## config.mk

```make
export PLATFORM = sky130hd
export DESIGN_NAME = lhic_top
export DESIGN_NICKNAME = d
export VERILOG_FILES = /design/src/lhic_pkg.sv /design/src/lhic_sync_in.sv /design/src/lhic_top.sv
export VERILOG_INCLUDE_DIRS = /design/src /design/src/src
export SDC_FILE = /design/constraint.sdc
export NUM_CORES = 1
export LEC_CHECK = 0
export BUFFER_PORTS_ARGS = -buffer_cell sky130_fd_sc_hd__clkbuf_2
export CORE_ASPECT_RATIO = 1.1
export CORE_UTILIZATION = 47
export CTS_BUF_LIST = sky130_fd_sc_hd__clkbuf_4 sky130_fd_sc_hd__clkbuf_8
export DETAILED_ROUTE_END_ITERATION = 7
export GPL_ROUTABILITY_DRIVEN = 0
export MAX_ROUTING_LAYER = met4
export PLACE_DENSITY_LB_ADDON = 0.1
export SLEW_MARGIN = 20
export SYNTH_ARGS = -nofsm -noshare
export SYNTH_HDL_FRONTEND = slang
export SYNTH_SLANG_ARGS = --single-unit
```

## constraint.sdc

```tcl
create_clock -name clk_i -period 4.94 [get_ports clk_i]
set_input_delay 0.247 -clock clk_i [delete_from_list [all_inputs] [get_ports clk_i]]
set_output_delay 0.247 -clock clk_i [all_outputs]
set_load 0.02 [all_outputs]
```

## src/lhic_defs.svh

```systemverilog
// Constants for the limit and homing input configuration block.
// Assumes a single 50 MHz clock; the includer picks the names it needs.
`ifndef LHIC_DEFS_SVH
`define LHIC_DEFS_SVH

// Object indices and subindices.
`define LHIC_IDX_INPUT_CFG 16'h2310
`define LHIC_IDX_INPUT_STAT 16'h2311
`define LHIC_IDX_FAULT_PIN 16'h2315
`define LHIC_IDX_THRESHOLD 16'h2316
`define LHIC_SUB_COUNT 8'h00
`define LHIC_SUB_LOWER 8'h01
`define LHIC_SUB_UPPER 8'h02
`define LHIC_SUB_HOMING 8'h03
`define LHIC_SUB_EDGE 8'h05
`define LHIC_SUB_HLIMIT 8'h06
`define LHIC_SUB_STAT_LOGIC 8'h01
`define LHIC_SUB_STAT_RAW 8'h02
`define LHIC_SUB_FAULT_FN 8'h01

// Reset values and fixed entry counts.
`define LHIC_RST_COUNT 8'h06
`define LHIC_RST_LOWER 8'h00
`define LHIC_RST_UPPER 8'h00
`define LHIC_RST_HOMING 8'h07
`define LHIC_RST_EDGE 8'h07
`define LHIC_RST_HLIMIT 8'h00
`define LHIC_RST_THRESH 8'h01
`define LHIC_RST_FAULT_FN 8'h00
`define LHIC_STAT_COUNT 8'h04
`define LHIC_FAULT_COUNT 8'h03

// Mask bit positions.
`define LHIC_BIT_ANALOG 0
`define LHIC_BIT_FAULT 1
`define LHIC_BIT_THIRD 2

// Fault pin function code for reference input, and operating modes.
`define LHIC_FAULT_FN_REF 8'h04
`define LHIC_MODE_PROFILE_POS 8'h01
`define LHIC_MODE_PROFILE_VEL 8'h03

// Timing: clock rate, level sampling period and the response bound.
`define LHIC_CLK_MHZ 50
`define LHIC_SAMPLE_US 200
`define LHIC_RESPONSE_US 500

`endif

```

## src/lhic_pkg.sv

```systemverilog
// Types shared by the limit and homing input configuration block.
// Assumes nothing beyond a SystemVerilog compiler.
`default_nettype none

package lhic_pkg;
    // One bit per physical input; bits 3 to 7 carry no input.
    typedef logic [7:0] lhic_mask_t;
    // Answer of the object access port.
    typedef enum logic [1:0] {LHIC_ANS_NONE, LHIC_ANS_OK, LHIC_ANS_ERR} lhic_ans_t;
endpackage : lhic_pkg

`default_nettype wire

```

## src/lhic_sync_in.sv

```systemverilog
// Two flip-flop synchroniser, one per external input bit.
// Assumes inputs arrive from outside the clk_i domain.
`default_nettype none

module lhic_sync_in #(
    parameter int WIDTH = 3
) (
    input wire logic clk_i,
    input wire logic rst_n_i,
    input wire logic [WIDTH-1:0] d_i,
    output logic [WIDTH-1:0] q_o
);
    genvar g;
    // Each bit gets its own pair; the first stage feeds only the second.
    generate
        for (g = 0; g < WIDTH; g++) begin : g_bit
            logic meta_ff;
            logic sync_ff;
            always_ff @(posedge clk_i or negedge rst_n_i) begin
                if (!rst_n_i) begin
                    meta_ff <= 1'b0;
                    sync_ff <= 1'b0;
                end else begin
                    meta_ff <= d_i[g];
                    sync_ff <= meta_ff;
                end
            end
            assign q_o[g] = sync_ff;
        end
    endgenerate
endmodule : lhic_sync_in

`default_nettype wire

```

## src/lhic_top.sv

```systemverilog
// Limit, homing and index input conditioning with its configuration objects.
// Assumes switch pins are asynchronous and the motion core is on clk_i.
`default_nettype none
`include "lhic_defs.svh"

module lhic_top #(
    parameter int SAMPLE_CYC = `LHIC_SAMPLE_US * `LHIC_CLK_MHZ
) (
    input wire logic clk_i,
    input wire logic rst_n_i,
    input wire logic analog_input_pin_i,
    input wire logic fault_pin_i,
    input wire logic third_input_i,
    input wire logic hall_sign_i,
    input wire logic [7:0] op_mode_i,
    input wire logic move_pos_req_i,
    input wire logic move_neg_req_i,
    input wire logic homing_start_i,
    input wire logic [7:0] homing_method_i,
    input wire logic [15:0] obj_index_i,
    input wire logic [7:0] obj_sub_i,
    input wire logic obj_wr_i,
    input wire logic obj_rd_i,
    input wire logic [7:0] obj_wdata_i,
    output logic obj_ack_o,
    output logic obj_err_o,
    output logic [7:0] obj_rdata_o,
    output logic thresh_24v_o,
    output logic fault_pin_is_input_o,
    output logic lower_limit_o,
    output logic upper_limit_o,
    output logic homing_lower_o,
    output logic homing_upper_o,
    output logic homing_switch_o,
    output logic move_pos_en_o,
    output logic move_neg_en_o,
    output logic stop_o,
    output logic hall_index_o,
    output logic position_zero_o,
    output logic homing_go_o,
    output logic homing_refused_o
);
    // The level sample period must stay inside the response bound.
    localparam int RESPONSE_CYC = `LHIC_RESPONSE_US * `LHIC_CLK_MHZ;
    // Past that bound the tick is clamped to half of it, leaving margin for the synchroniser.
    localparam int TICK_CYC = (SAMPLE_CYC > RESPONSE_CYC) ? (RESPONSE_CYC / 2) : SAMPLE_CYC;
    localparam int CNT_W = $clog2(SAMPLE_CYC + 1);

    lhic_pkg::lhic_mask_t lower_sel_ff;
    lhic_pkg::lhic_mask_t upper_sel_ff;
    lhic_pkg::lhic_mask_t homing_sel_ff;
    lhic_pkg::lhic_mask_t edge_sense_ff;
    logic [7:0] hlimit_apply_ff;
    logic [7:0] thresh_ff;
    logic [7:0] fault_fn_ff;
    logic [2:0] pin_sync;
    logic [2:0] raw_ff;
    logic [2:0] prev_ff;
    logic [CNT_W-1:0] tick_cnt_ff;
    logic tick;
    logic hall_prev_ff;
    logic lower_prev_ff;
    logic upper_prev_ff;
    logic cfg_open;
    logic hit_cfg;
    logic [7:0] rd_val;
    logic rd_ok;
    logic wr_ok;
    lhic_pkg::lhic_ans_t ans_ff;
    logic [7:0] rdata_ff;
    lhic_pkg::lhic_mask_t raw_mask;
    lhic_pkg::lhic_mask_t logic_mask;
    lhic_pkg::lhic_mask_t home_pol_mask;
    lhic_pkg::lhic_mask_t role_ok;
    logic [2:0] rise;
    logic [2:0] fall;
    logic need_lower;
    logic need_upper;
    logic need_home;

    // Synchronise the three switch pins before anything looks at them.
    lhic_sync_in #(
        .WIDTH(3)
    ) u_sync (
        .clk_i(clk_i),
        .rst_n_i(rst_n_i),
        .d_i({third_input_i, fault_pin_i, analog_input_pin_i}),
        .q_o(pin_sync)
    );

    // Divider for the level sampling tick; one cycle wide.
    always_ff @(posedge clk_i or negedge rst_n_i) begin
        if (!rst_n_i) begin
            tick_cnt_ff <= '0;
        end else if (tick) begin
            tick_cnt_ff <= '0;
        end else begin
            tick_cnt_ff <= tick_cnt_ff + CNT_W'(1);
        end
    end
    assign tick = (tick_cnt_ff == CNT_W'(TICK_CYC - 1));

    // Edge inputs track every clock so no short interrupt edge is missed; the
    // third input is only sampled on the tick, which holds its reaction well
    // inside the response bound while ignoring pulses the source should not make.
    always_ff @(posedge clk_i or negedge rst_n_i) begin
        if (!rst_n_i) begin
            raw_ff <= 3'h0;
            prev_ff <= 3'h0;
        end else begin
            raw_ff[`LHIC_BIT_ANALOG] <= pin_sync[`LHIC_BIT_ANALOG];
            raw_ff[`LHIC_BIT_FAULT] <= pin_sync[`LHIC_BIT_FAULT];
            if (tick) begin
                raw_ff[`LHIC_BIT_THIRD] <= pin_sync[`LHIC_BIT_THIRD];
            end
            prev_ff <= raw_ff;
        end
    end

    // Edge events of the edge-evaluated inputs.
    assign rise = raw_ff & ~prev_ff;
    assign fall = ~raw_ff & prev_ff;

    // Raw levels, states after edge-sense polarity, and homing-limit polarity.
    always_comb begin
        raw_mask = {5'h00, raw_ff};
        logic_mask = ~(raw_mask ^ edge_sense_ff) & 8'h07;
        if (hlimit_apply_ff[0]) begin
            home_pol_mask = logic_mask;
        end else begin
            home_pol_mask = raw_mask;
        end
        role_ok = 8'h07;
        if (fault_fn_ff != `LHIC_FAULT_FN_REF) begin
            role_ok[`LHIC_BIT_FAULT] = 1'b0;
        end
    end

    // Switch roles as seen by the motion and homing logic.
    assign lower_limit_o = |(lower_sel_ff & role_ok & logic_mask);
    assign upper_limit_o = |(upper_sel_ff & role_ok & logic_mask);
    assign homing_lower_o = |(lower_sel_ff & role_ok & home_pol_mask);
    assign homing_upper_o = |(upper_sel_ff & role_ok & home_pol_mask);
    assign homing_switch_o = |(homing_sel_ff & role_ok & raw_mask);

    // Travel gating: a limit blocks only the direction that goes deeper into it.
    assign move_neg_en_o = move_neg_req_i & ~lower_limit_o;
    assign move_pos_en_o = move_pos_req_i & ~upper_limit_o;

    // Stop pulse on the cycle after either limit engages.
    always_ff @(posedge clk_i or negedge rst_n_i) begin
        if (!rst_n_i) begin
            lower_prev_ff <= 1'b0;
            upper_prev_ff <= 1'b0;
            stop_o <= 1'b0;
        end else begin
            lower_prev_ff <= lower_limit_o;
            upper_prev_ff <= upper_limit_o;
            stop_o <= (lower_limit_o & ~lower_prev_ff) | (upper_limit_o & ~upper_prev_ff);
        end
    end

    // Hall zero crossing and external index pulses, both one cycle wide.
    always_ff @(posedge clk_i or negedge rst_n_i) begin
        if (!rst_n_i) begin
            hall_prev_ff <= 1'b0;
            hall_index_o <= 1'b0;
            position_zero_o <= 1'b0;
        end else begin
            hall_prev_ff <= hall_sign_i;
            hall_index_o <= hall_sign_i ^ hall_prev_ff;
            if (edge_sense_ff[`LHIC_BIT_FAULT]) begin
                position_zero_o <= role_ok[`LHIC_BIT_FAULT] & rise[`LHIC_BIT_FAULT];
            end else begin
                position_zero_o <= role_ok[`LHIC_BIT_FAULT] & fall[`LHIC_BIT_FAULT];
            end
        end
    end

    // Which switches the requested homing method cannot do without.
    always_comb begin
        need_lower = 1'b0;
        need_upper = 1'b0;
        need_home = 1'b0;
        case (homing_method_i)
            8'h01, 8'h11: need_lower = 1'b1;
            8'h02, 8'h12: need_upper = 1'b1;
            default: begin
                need_home = ((homing_method_i >= 8'h03) && (homing_method_i <= 8'h0E)) ||
                            ((homing_method_i >= 8'h13) && (homing_method_i <= 8'h1E));
            end
        endcase
    end

    // Homing start check; a start without its switches is turned away.
    always_ff @(posedge clk_i or negedge rst_n_i) begin
        if (!rst_n_i) begin
            homing_go_o <= 1'b0;
            homing_refused_o <= 1'b0;
        end else begin
            homing_go_o <= 1'b0;
            homing_refused_o <= 1'b0;
            if (homing_start_i) begin
                if ((need_lower && ((lower_sel_ff & role_ok) == 8'h00)) ||
                    (need_upper && ((upper_sel_ff & role_ok) == 8'h00)) ||
                    (need_home && ((homing_sel_ff & role_ok) == 8'h00))) begin
                    homing_refused_o <= 1'b1;
                end else begin
                    homing_go_o <= 1'b1;
                end
            end
        end
    end

    // Configuration is open only in profile position or profile velocity mode.
    assign cfg_open = (op_mode_i == `LHIC_MODE_PROFILE_POS) ||
                      (op_mode_i == `LHIC_MODE_PROFILE_VEL);
    assign hit_cfg = ((obj_index_i == `LHIC_IDX_INPUT_CFG) &&
                      (obj_sub_i inside {`LHIC_SUB_LOWER, `LHIC_SUB_UPPER, `LHIC_SUB_HOMING,
                                         `LHIC_SUB_EDGE, `LHIC_SUB_HLIMIT})) ||
                     (obj_index_i == `LHIC_IDX_THRESHOLD && obj_sub_i == `LHIC_SUB_COUNT) ||
                     (obj_index_i == `LHIC_IDX_FAULT_PIN && obj_sub_i == `LHIC_SUB_FAULT_FN);

    // Object read mux; unknown objects answer with an error.
    always_comb begin
        rd_val = 8'h00;
        rd_ok = 1'b1;
        case ({obj_index_i, obj_sub_i})
            {`LHIC_IDX_INPUT_CFG, `LHIC_SUB_COUNT}: rd_val = `LHIC_RST_COUNT;
            {`LHIC_IDX_INPUT_CFG, `LHIC_SUB_LOWER}: rd_val = lower_sel_ff;
            {`LHIC_IDX_INPUT_CFG, `LHIC_SUB_UPPER}: rd_val = upper_sel_ff;
            {`LHIC_IDX_INPUT_CFG, `LHIC_SUB_HOMING}: rd_val = homing_sel_ff;
            {`LHIC_IDX_INPUT_CFG, `LHIC_SUB_EDGE}: rd_val = edge_sense_ff;
            {`LHIC_IDX_INPUT_CFG, `LHIC_SUB_HLIMIT}: rd_val = hlimit_apply_ff;
            {`LHIC_IDX_INPUT_STAT, `LHIC_SUB_COUNT}: rd_val = `LHIC_STAT_COUNT;
            {`LHIC_IDX_INPUT_STAT, `LHIC_SUB_STAT_LOGIC}: rd_val = logic_mask;
            {`LHIC_IDX_INPUT_STAT, `LHIC_SUB_STAT_RAW}: rd_val = raw_mask;
            {`LHIC_IDX_FAULT_PIN, `LHIC_SUB_COUNT}: rd_val = `LHIC_FAULT_COUNT;
            {`LHIC_IDX_FAULT_PIN, `LHIC_SUB_FAULT_FN}: rd_val = fault_fn_ff;
            {`LHIC_IDX_THRESHOLD, `LHIC_SUB_COUNT}: rd_val = thresh_ff;
            default: rd_ok = 1'b0;
        endcase
    end
    assign wr_ok = hit_cfg && cfg_open;

    // Writable objects. Unused mask bits are kept so software reads back what it wrote.
    always_ff @(posedge clk_i or negedge rst_n_i) begin
        if (!rst_n_i) begin
            lower_sel_ff <= `LHIC_RST_LOWER;
            upper_sel_ff <= `LHIC_RST_UPPER;
            homing_sel_ff <= `LHIC_RST_HOMING;
            edge_sense_ff <= `LHIC_RST_EDGE;
            hlimit_apply_ff <= `LHIC_RST_HLIMIT;
            thresh_ff <= `LHIC_RST_THRESH;
            fault_fn_ff <= `LHIC_RST_FAULT_FN;
        end else if (obj_wr_i && wr_ok) begin
            case ({obj_index_i, obj_sub_i})
                {`LHIC_IDX_INPUT_CFG, `LHIC_SUB_LOWER}: lower_sel_ff <= obj_wdata_i;
                {`LHIC_IDX_INPUT_CFG, `LHIC_SUB_UPPER}: upper_sel_ff <= obj_wdata_i;
                {`LHIC_IDX_INPUT_CFG, `LHIC_SUB_HOMING}: homing_sel_ff <= obj_wdata_i;
                {`LHIC_IDX_INPUT_CFG, `LHIC_SUB_EDGE}: edge_sense_ff <= obj_wdata_i;
                {`LHIC_IDX_INPUT_CFG, `LHIC_SUB_HLIMIT}: hlimit_apply_ff <= obj_wdata_i;
                {`LHIC_IDX_THRESHOLD, `LHIC_SUB_COUNT}: thresh_ff <= obj_wdata_i;
                {`LHIC_IDX_FAULT_PIN, `LHIC_SUB_FAULT_FN}: fault_fn_ff <= obj_wdata_i;
                default: ;
            endcase
        end
    end

    // One-cycle answer, registered one clock after the strobe.
    always_ff @(posedge clk_i or negedge rst_n_i) begin
        if (!rst_n_i) begin
            ans_ff <= lhic_pkg::LHIC_ANS_NONE;
            rdata_ff <= 8'h00;
        end else if (obj_wr_i) begin
            ans_ff <= wr_ok ? lhic_pkg::LHIC_ANS_OK : lhic_pkg::LHIC_ANS_ERR;
            rdata_ff <= 8'h00;
        end else if (obj_rd_i) begin
            ans_ff <= rd_ok ? lhic_pkg::LHIC_ANS_OK : lhic_pkg::LHIC_ANS_ERR;
            rdata_ff <= rd_val;
        end else begin
            ans_ff <= lhic_pkg::LHIC_ANS_NONE;
            rdata_ff <= 8'h00;
        end
    end

    assign obj_ack_o = (ans_ff != lhic_pkg::LHIC_ANS_NONE);
    assign obj_err_o = (ans_ff == lhic_pkg::LHIC_ANS_ERR);
    assign obj_rdata_o = rdata_ff;
    assign thresh_24v_o = thresh_ff[0];
    assign fault_pin_is_input_o = (fault_fn_ff == `LHIC_FAULT_FN_REF);
endmodule : lhic_top

`default_nettype wire

```

# Word level (Yosys, flattened, before mapping)
# Cells that the tools add are included.
# totals
reg_bits,99
input_bits,59
out_inout_bits,24
wordCells,145
# op_classes
addsub,1
order_cmp,4
n_eq_ne,30
n_mux,19
bitwise_logic,26
n_reduce_logical,38
# op_table
operator,count
== test 24 x 22 -> 1 bit (second input constant),12
one-hot mux 8 bit (12 select lines),1
AND 8 x 3 -> 8 bit,8
== test 16 x 14 -> 1 bit (second input constant),3
OR reduction 8 bit,5
== test 8 x 2 -> 1 bit (second input constant),4
zero test 8 bit,4
== test 8 x 1 -> 1 bit (second input constant),3
== test 8 x 3 -> 1 bit (second input constant),3
== test 8 x 5 -> 1 bit (second input constant),2
2-to-1 mux 8 bit,2
adder 14 x 1 -> 14 bit (second input constant),1
== test 14 bit (second input constant),1
2-to-1 mux 14 bit,1
AND reduction 2 bit,7
OR reduction 12 bit,1
logical AND 1 bit,10
2-to-1 mux 1 bit,10
>= comparator 8 x 2 -> 1 bit (second input constant),1
>= comparator 8 x 5 -> 1 bit (second input constant),1
less-or-equal comparator 8 x 4 -> 1 bit (second input constant),1
less-or-equal comparator 8 x 5 -> 1 bit (second input constant),1
2-to-1 mux 2 bit,4
!= test 8 x 3 -> 1 bit (second input constant),1
other kinds (15),31

# Longest topological paths before layout
# depth
ltp_word,9
mapped_depth,8
mapped_depth_nobuf,6

# Modules after synthesis
# From an unflattened synthesis, not the netlist that was laid out.
# hier_totals
hier_cells,415
area_unflattened_um2,4878.4
# modules_own_cells
module,n_inst,cells_per_inst,area_each_um2,seq_area_each_um2
lhic_top,1,406,4705.8,2311.0
lhic_sync_in,1,9,172.7,150.1

# Worst setup path after synthesis
# OpenSTA, ideal clock, no wires.
# synth_path
kind,reg2reg
from,register tick_cnt_ff[6]
to,register raw_ff[2]
setup_ps,125
arrival_ps,1871
required_ps,4815
setup_slack_ps,2944
stages_incl_launch_ff,4
path_buffers,0
synth_period_minus_slack_ps,1996
path_cell_list,dfrtp_1 or4b_2 nor4_4 mux2_2
# synth_via
elab_chain_len,1
# synth_rtl
element,line_no,source
start: declaration,lhic_top.sv:59,logic [CNT_W-1:0] tick_cnt_ff;
start signal: assignment,lhic_top.sv:98,tick_cnt_ff <= tick_cnt_ff + CNT_W'(1);
== test 14 bit,lhic_top.sv:101,assign tick = (tick_cnt_ff == CNT_W'(TICK_CYC - 1));
end signal: indexed assignment,lhic_top.sv:111,raw_ff[`LHIC_BIT_ANALOG] <= pin_sync[`LHIC_BIT_ANALOG];
end signal: indexed assignment,lhic_top.sv:112,raw_ff[`LHIC_BIT_FAULT] <= pin_sync[`LHIC_BIT_FAULT];
end signal: indexed assignment,lhic_top.sv:114,raw_ff[`LHIC_BIT_THIRD] <= pin_sync[`LHIC_BIT_THIRD];
end: declaration,lhic_top.sv:57,logic [2:0] raw_ff;
# Every way passes these cells.
# A chain may end at the register's enable or synchronous reset.

# Final worst setup path
# layout_path
from,register fault_fn_ff[6]
to,output move_neg_en_o
# layout_via
elab_chain_len,7
# layout_rtl
element,line_no,source
start: declaration,lhic_top.sv:55,logic [7:0] fault_fn_ff;
start signal: assignment,lhic_top.sv:255,fault_fn_ff <= `LHIC_RST_FAULT_FN;
start signal: assignment,lhic_top.sv:264,"{`LHIC_IDX_FAULT_PIN, `LHIC_SUB_FAULT_FN}: fault_fn_ff <= obj_wdata_i;"
!= test 8 x 3 -> 1 bit (no source line),-,
2-to-1 mux 1 bit,lhic_top.sv:134,if (fault_fn_ff != `LHIC_FAULT_FN_REF) begin
AND 8 x 3 -> 8 bit (2 in a row),lhic_top.sv:140,assign lower_limit_o = |(lower_sel_ff & role_ok & logic_mask);
OR reduction 8 bit,lhic_top.sv:140,
NOT 1 bit,lhic_top.sv:147,assign move_neg_en_o = move_neg_req_i & ~lower_limit_o;
AND 1 bit,lhic_top.sv:147,
end: declaration,lhic_top.sv:36,"output logic move_neg_en_o,"
# Every way passes these cells.

==> results.cfg <==
[detailed_routing]
final_antenna_net_count = 0
wl_per_cell_um = 17.7
first_iter_violations = 160
drcViolationCount = 0
dr.pass1.iters = 5
wirelength_mm = 10.9
vias = 3583
viasPerCell = 5.84

[sta]
min_period_ns = 2.36
setup-tns-final_ns = 0
relSlewSlack = 0.383
worst_slew_pin_slew_ns = 0.923
clock_skew_ns = 0.0129
rsz0062_at_grt = false
clock.fmax_mhz = 423
finalCritPeriodShare = 0.478
finalMaxSlewViolations = 0
finalHoldViolCount = 0
setup_viol = 0

[global_route]
grt_pass1_wl_mm = 18.2
grt_pass1_vias = 3674
grt.overflow.total = 0
antenna_found_initial = 0
gr-usage-all-layers = 0.230
grt_max_degree = 62

[final_layout]
final_area_sq_mm = 0.00556
finalNonFillerCells = 614
multi_input_area_sq_mm = 0.00226
antenna_cells = 0
final_nets = 549
layout-drive-gt1-share = 0.368
seq_area_sq_mm = 0.00246
fillers = 850
area_growth_pct = 14.6

[synth]
synth_nets = 472
synth-edff-count = 0
synth_most_common_cell = dfrtp_1
synth.cells.most_frequent = 91 x dfrtp_1, 65 x mux2_2, 30 x nor2_1, 20 x a22oi_1, 16 x nand2_1
syn_avg_cell_area_sq_um = 11.8
synth_ff_type = dfrtp_1
ys_seq_area_frac = 0.507
ys_types = 54
yosys.area.top_type_share = 0.469
yosysTopAreaCell = dfrtp_1
syn-cell-area_sq_mm = 0.00486
synth_area_leaders = dfrtp_1 47%, mux2_2 15%, dfstp_2 3.8%
synth.yosys.warnings = 0
syn_inst = 412
async_flop_share = 1.00
synth_seq_cells = 98

[worst_setup_path]
critPathLaunch = fault_fn_ff[6]
cp.arrival_ns = 2.12
critical_path_peak_fanout = 5
worstReg2RegStart = tick_cnt_ff[6]
rrSetupSlack_ns = 2.78
r2r.worst_path.cells = 3
worst-endpoint-required_ns = 4.69
end_kind = output port
crit_path_end = move_neg_en_o
cp-start-kind = flop
path_class = reg -> out
worstReg2RegEnd = raw_ff[2]

[floorplan]
core_sq_mm = 0.00994
initial_core_util = 0.489
ios = 83
rows = 38
dieHeight_um = 109
dieArea_sq_mm = 0.0107
die_w_um = 98.9

[placement]
dp.cells = 593
dpl.hpwl_mm = 7.60
port_buffers = 80
dpl_cell_area_sq_mm = 0.00532

[power]
p_switching_uw = 377
peakVddDrop_v = 0.000159
intPower_uw = 1040
switching_share = 0.265
p_seq_frac = 0.571
clockPowerShare = 0.356
power.density_mw_per_mm2 = 255
leakage_uw = 0.00261
p_comb_frac = 0.072

[clock_tree]
ctsResizeCount = 0
max-clock-path-buffers = 2
cts_tree = built
clock_latency_ns = 0.38
htreeDepth = 3
cts.clk_slew.worst_paths_ns = 0.11
cts_buffers = 9
cts-root-buf = clkbuf_8
cts_sinks = 98

[run]
maxCapViolations = 0

[worst_hold_path]
hold_path.class = in -> reg

[status]
status = complete, no violations
[sequential cells by signal, summed over array words and instances, names as in the netlist]
register and flops:
position_zero_o 1, homing_sel_ff 8, edge_sense_ff 8, u_sync.g_bit.sync_ff 3, thresh_ff 8, homing_go_o 1, upper_prev_ff 1, upper_sel_ff 8
stop_o 1, lower_prev_ff 1, u_sync.g_bit.meta_ff 3, hall_prev_ff 1, tick_cnt_ff 14, hlimit_apply_ff 8, prev_ff 1, obj_rdata_o 8
ans_ff 2, fault_fn_ff 8, lower_sel_ff 8, raw_ff 3, homing_refused_o 1, hall_index_o 1
[critical path: stages, from the launching register on]
cell	delay (ns)
dfrtp_1	0.42
nor4_1	0.35
nand2_1	0.24
inv_1	0.17
and3_1	0.17
a221o_1	0.18
nor2_1	0.06
clkbuf_2	0.15
[cells in the final DEF (no fill, tap or decap), drive strengths merged, types with 4 or more instances in the layout]
cell | netlist | layout
xor2 | 7 | 7
nand2b | 5 | 5
mux2 | 65 | 65
a222oi | 7 | 7
o21ai | 4 | 4
nor4b | 6 | 6
a32oi | 5 | 5
nand2 | 16 | 16
nor4 | 6 | 6
inv | 9 | 15
a211oi | 5 | 5
clkbuf | 9 | 88
xnor2 | 11 | 11
nand3 | 11 | 11
nor2 | 30 | 30
dfrtp | 91 | 91
and3 | 8 | 8
mux2i | 8 | 8
a21oi | 7 | 7
dlygate4sd3 | 0 | 5
dfstp | 7 | 7
a22oi | 20 | 20
nor2b | 8 | 8
nor3 | 11 | 11
nand4 | 11 | 11
[worst min-delay path by stage]
stage	start	end	slack, ns	cells past startpoint
after floorplan	rst_n_i	ans_ff[0]	-0.05	0
after global placement	rst_n_i	homing_go_o	0.24	1
after detailed placement	rst_n_i	homing_refused_o	0.24	1
after CTS	homing_start_i	homing_go_o	0.06	2
after global routing	homing_start_i	homing_go_o	0.07	2
final	homing_start_i	homing_go_o	0.08	2
[cells by family after synthesis]
family | after synthesis | share of synthesized area
compound gates | 62 | 0.0995
xor+xnor | 18 | 0.0325
fa+ha+maj | 2 | 0.00464
buf+inv | 30 | 0.0276
flops | 98 | 0.507
mux | 73 | 0.167
simple gates | 129 | 0.162
[power groups by stage]
| stage | clock network, uW | registers [uW] | logic [uW] |
|---|---|---|---|
| after floorplan | 0 | 829 | 41.9 |
| after global placement | 0 | 827 | 99.5 |
| after detailed placement | 0 | 827 | 101 |
| after CTS | 525 | 812 | 105 |
| after global routing | 555 | 812 | 115 |
| final | 506 | 811 | 103 |
[layout make-up]
class	instances	area share
sequential	98	0.442
clock inverter	7	0.0119
timing repair buffer	87	0.0841
multi-input combinational	284	0.406
clock buffer	9	0.0223
tap	120	0.0270
inverter	9	0.00607
[stage by stage]
step	utilization	power (uW)	worst slack (ns)	hold WS, ns
after global routing	0.560	1480	2.36	0.0695
after global placement	0.536	926	2.28	0.239
final	0.560	1420	2.58	0.0795
after detailed placement	0.536	928	2.21	0.245
after floorplan	-	870	2.94	-0.0486
after CTS	0.560	1440	2.53	0.0619
[layer usage]
metal	wire length (um)	vias up	share of wire	global-route usage
met4	205	0	0.019	0.0928
met1	4910	1785	0.45	0.290
li1	-	1696	-	-
met3	440	12	0.040	0.0375
met2	5340	90	0.49	0.373
met5	0	-	0	-
[timing repair]
item	4_1_cts	5_1_grt
endpoints found under the hold margin	36	0
setup endpoints to repair	0	0
setup buffers	0	0
hold buffers	5	0
Note: power is estimated with default switching activity, not from simulation.
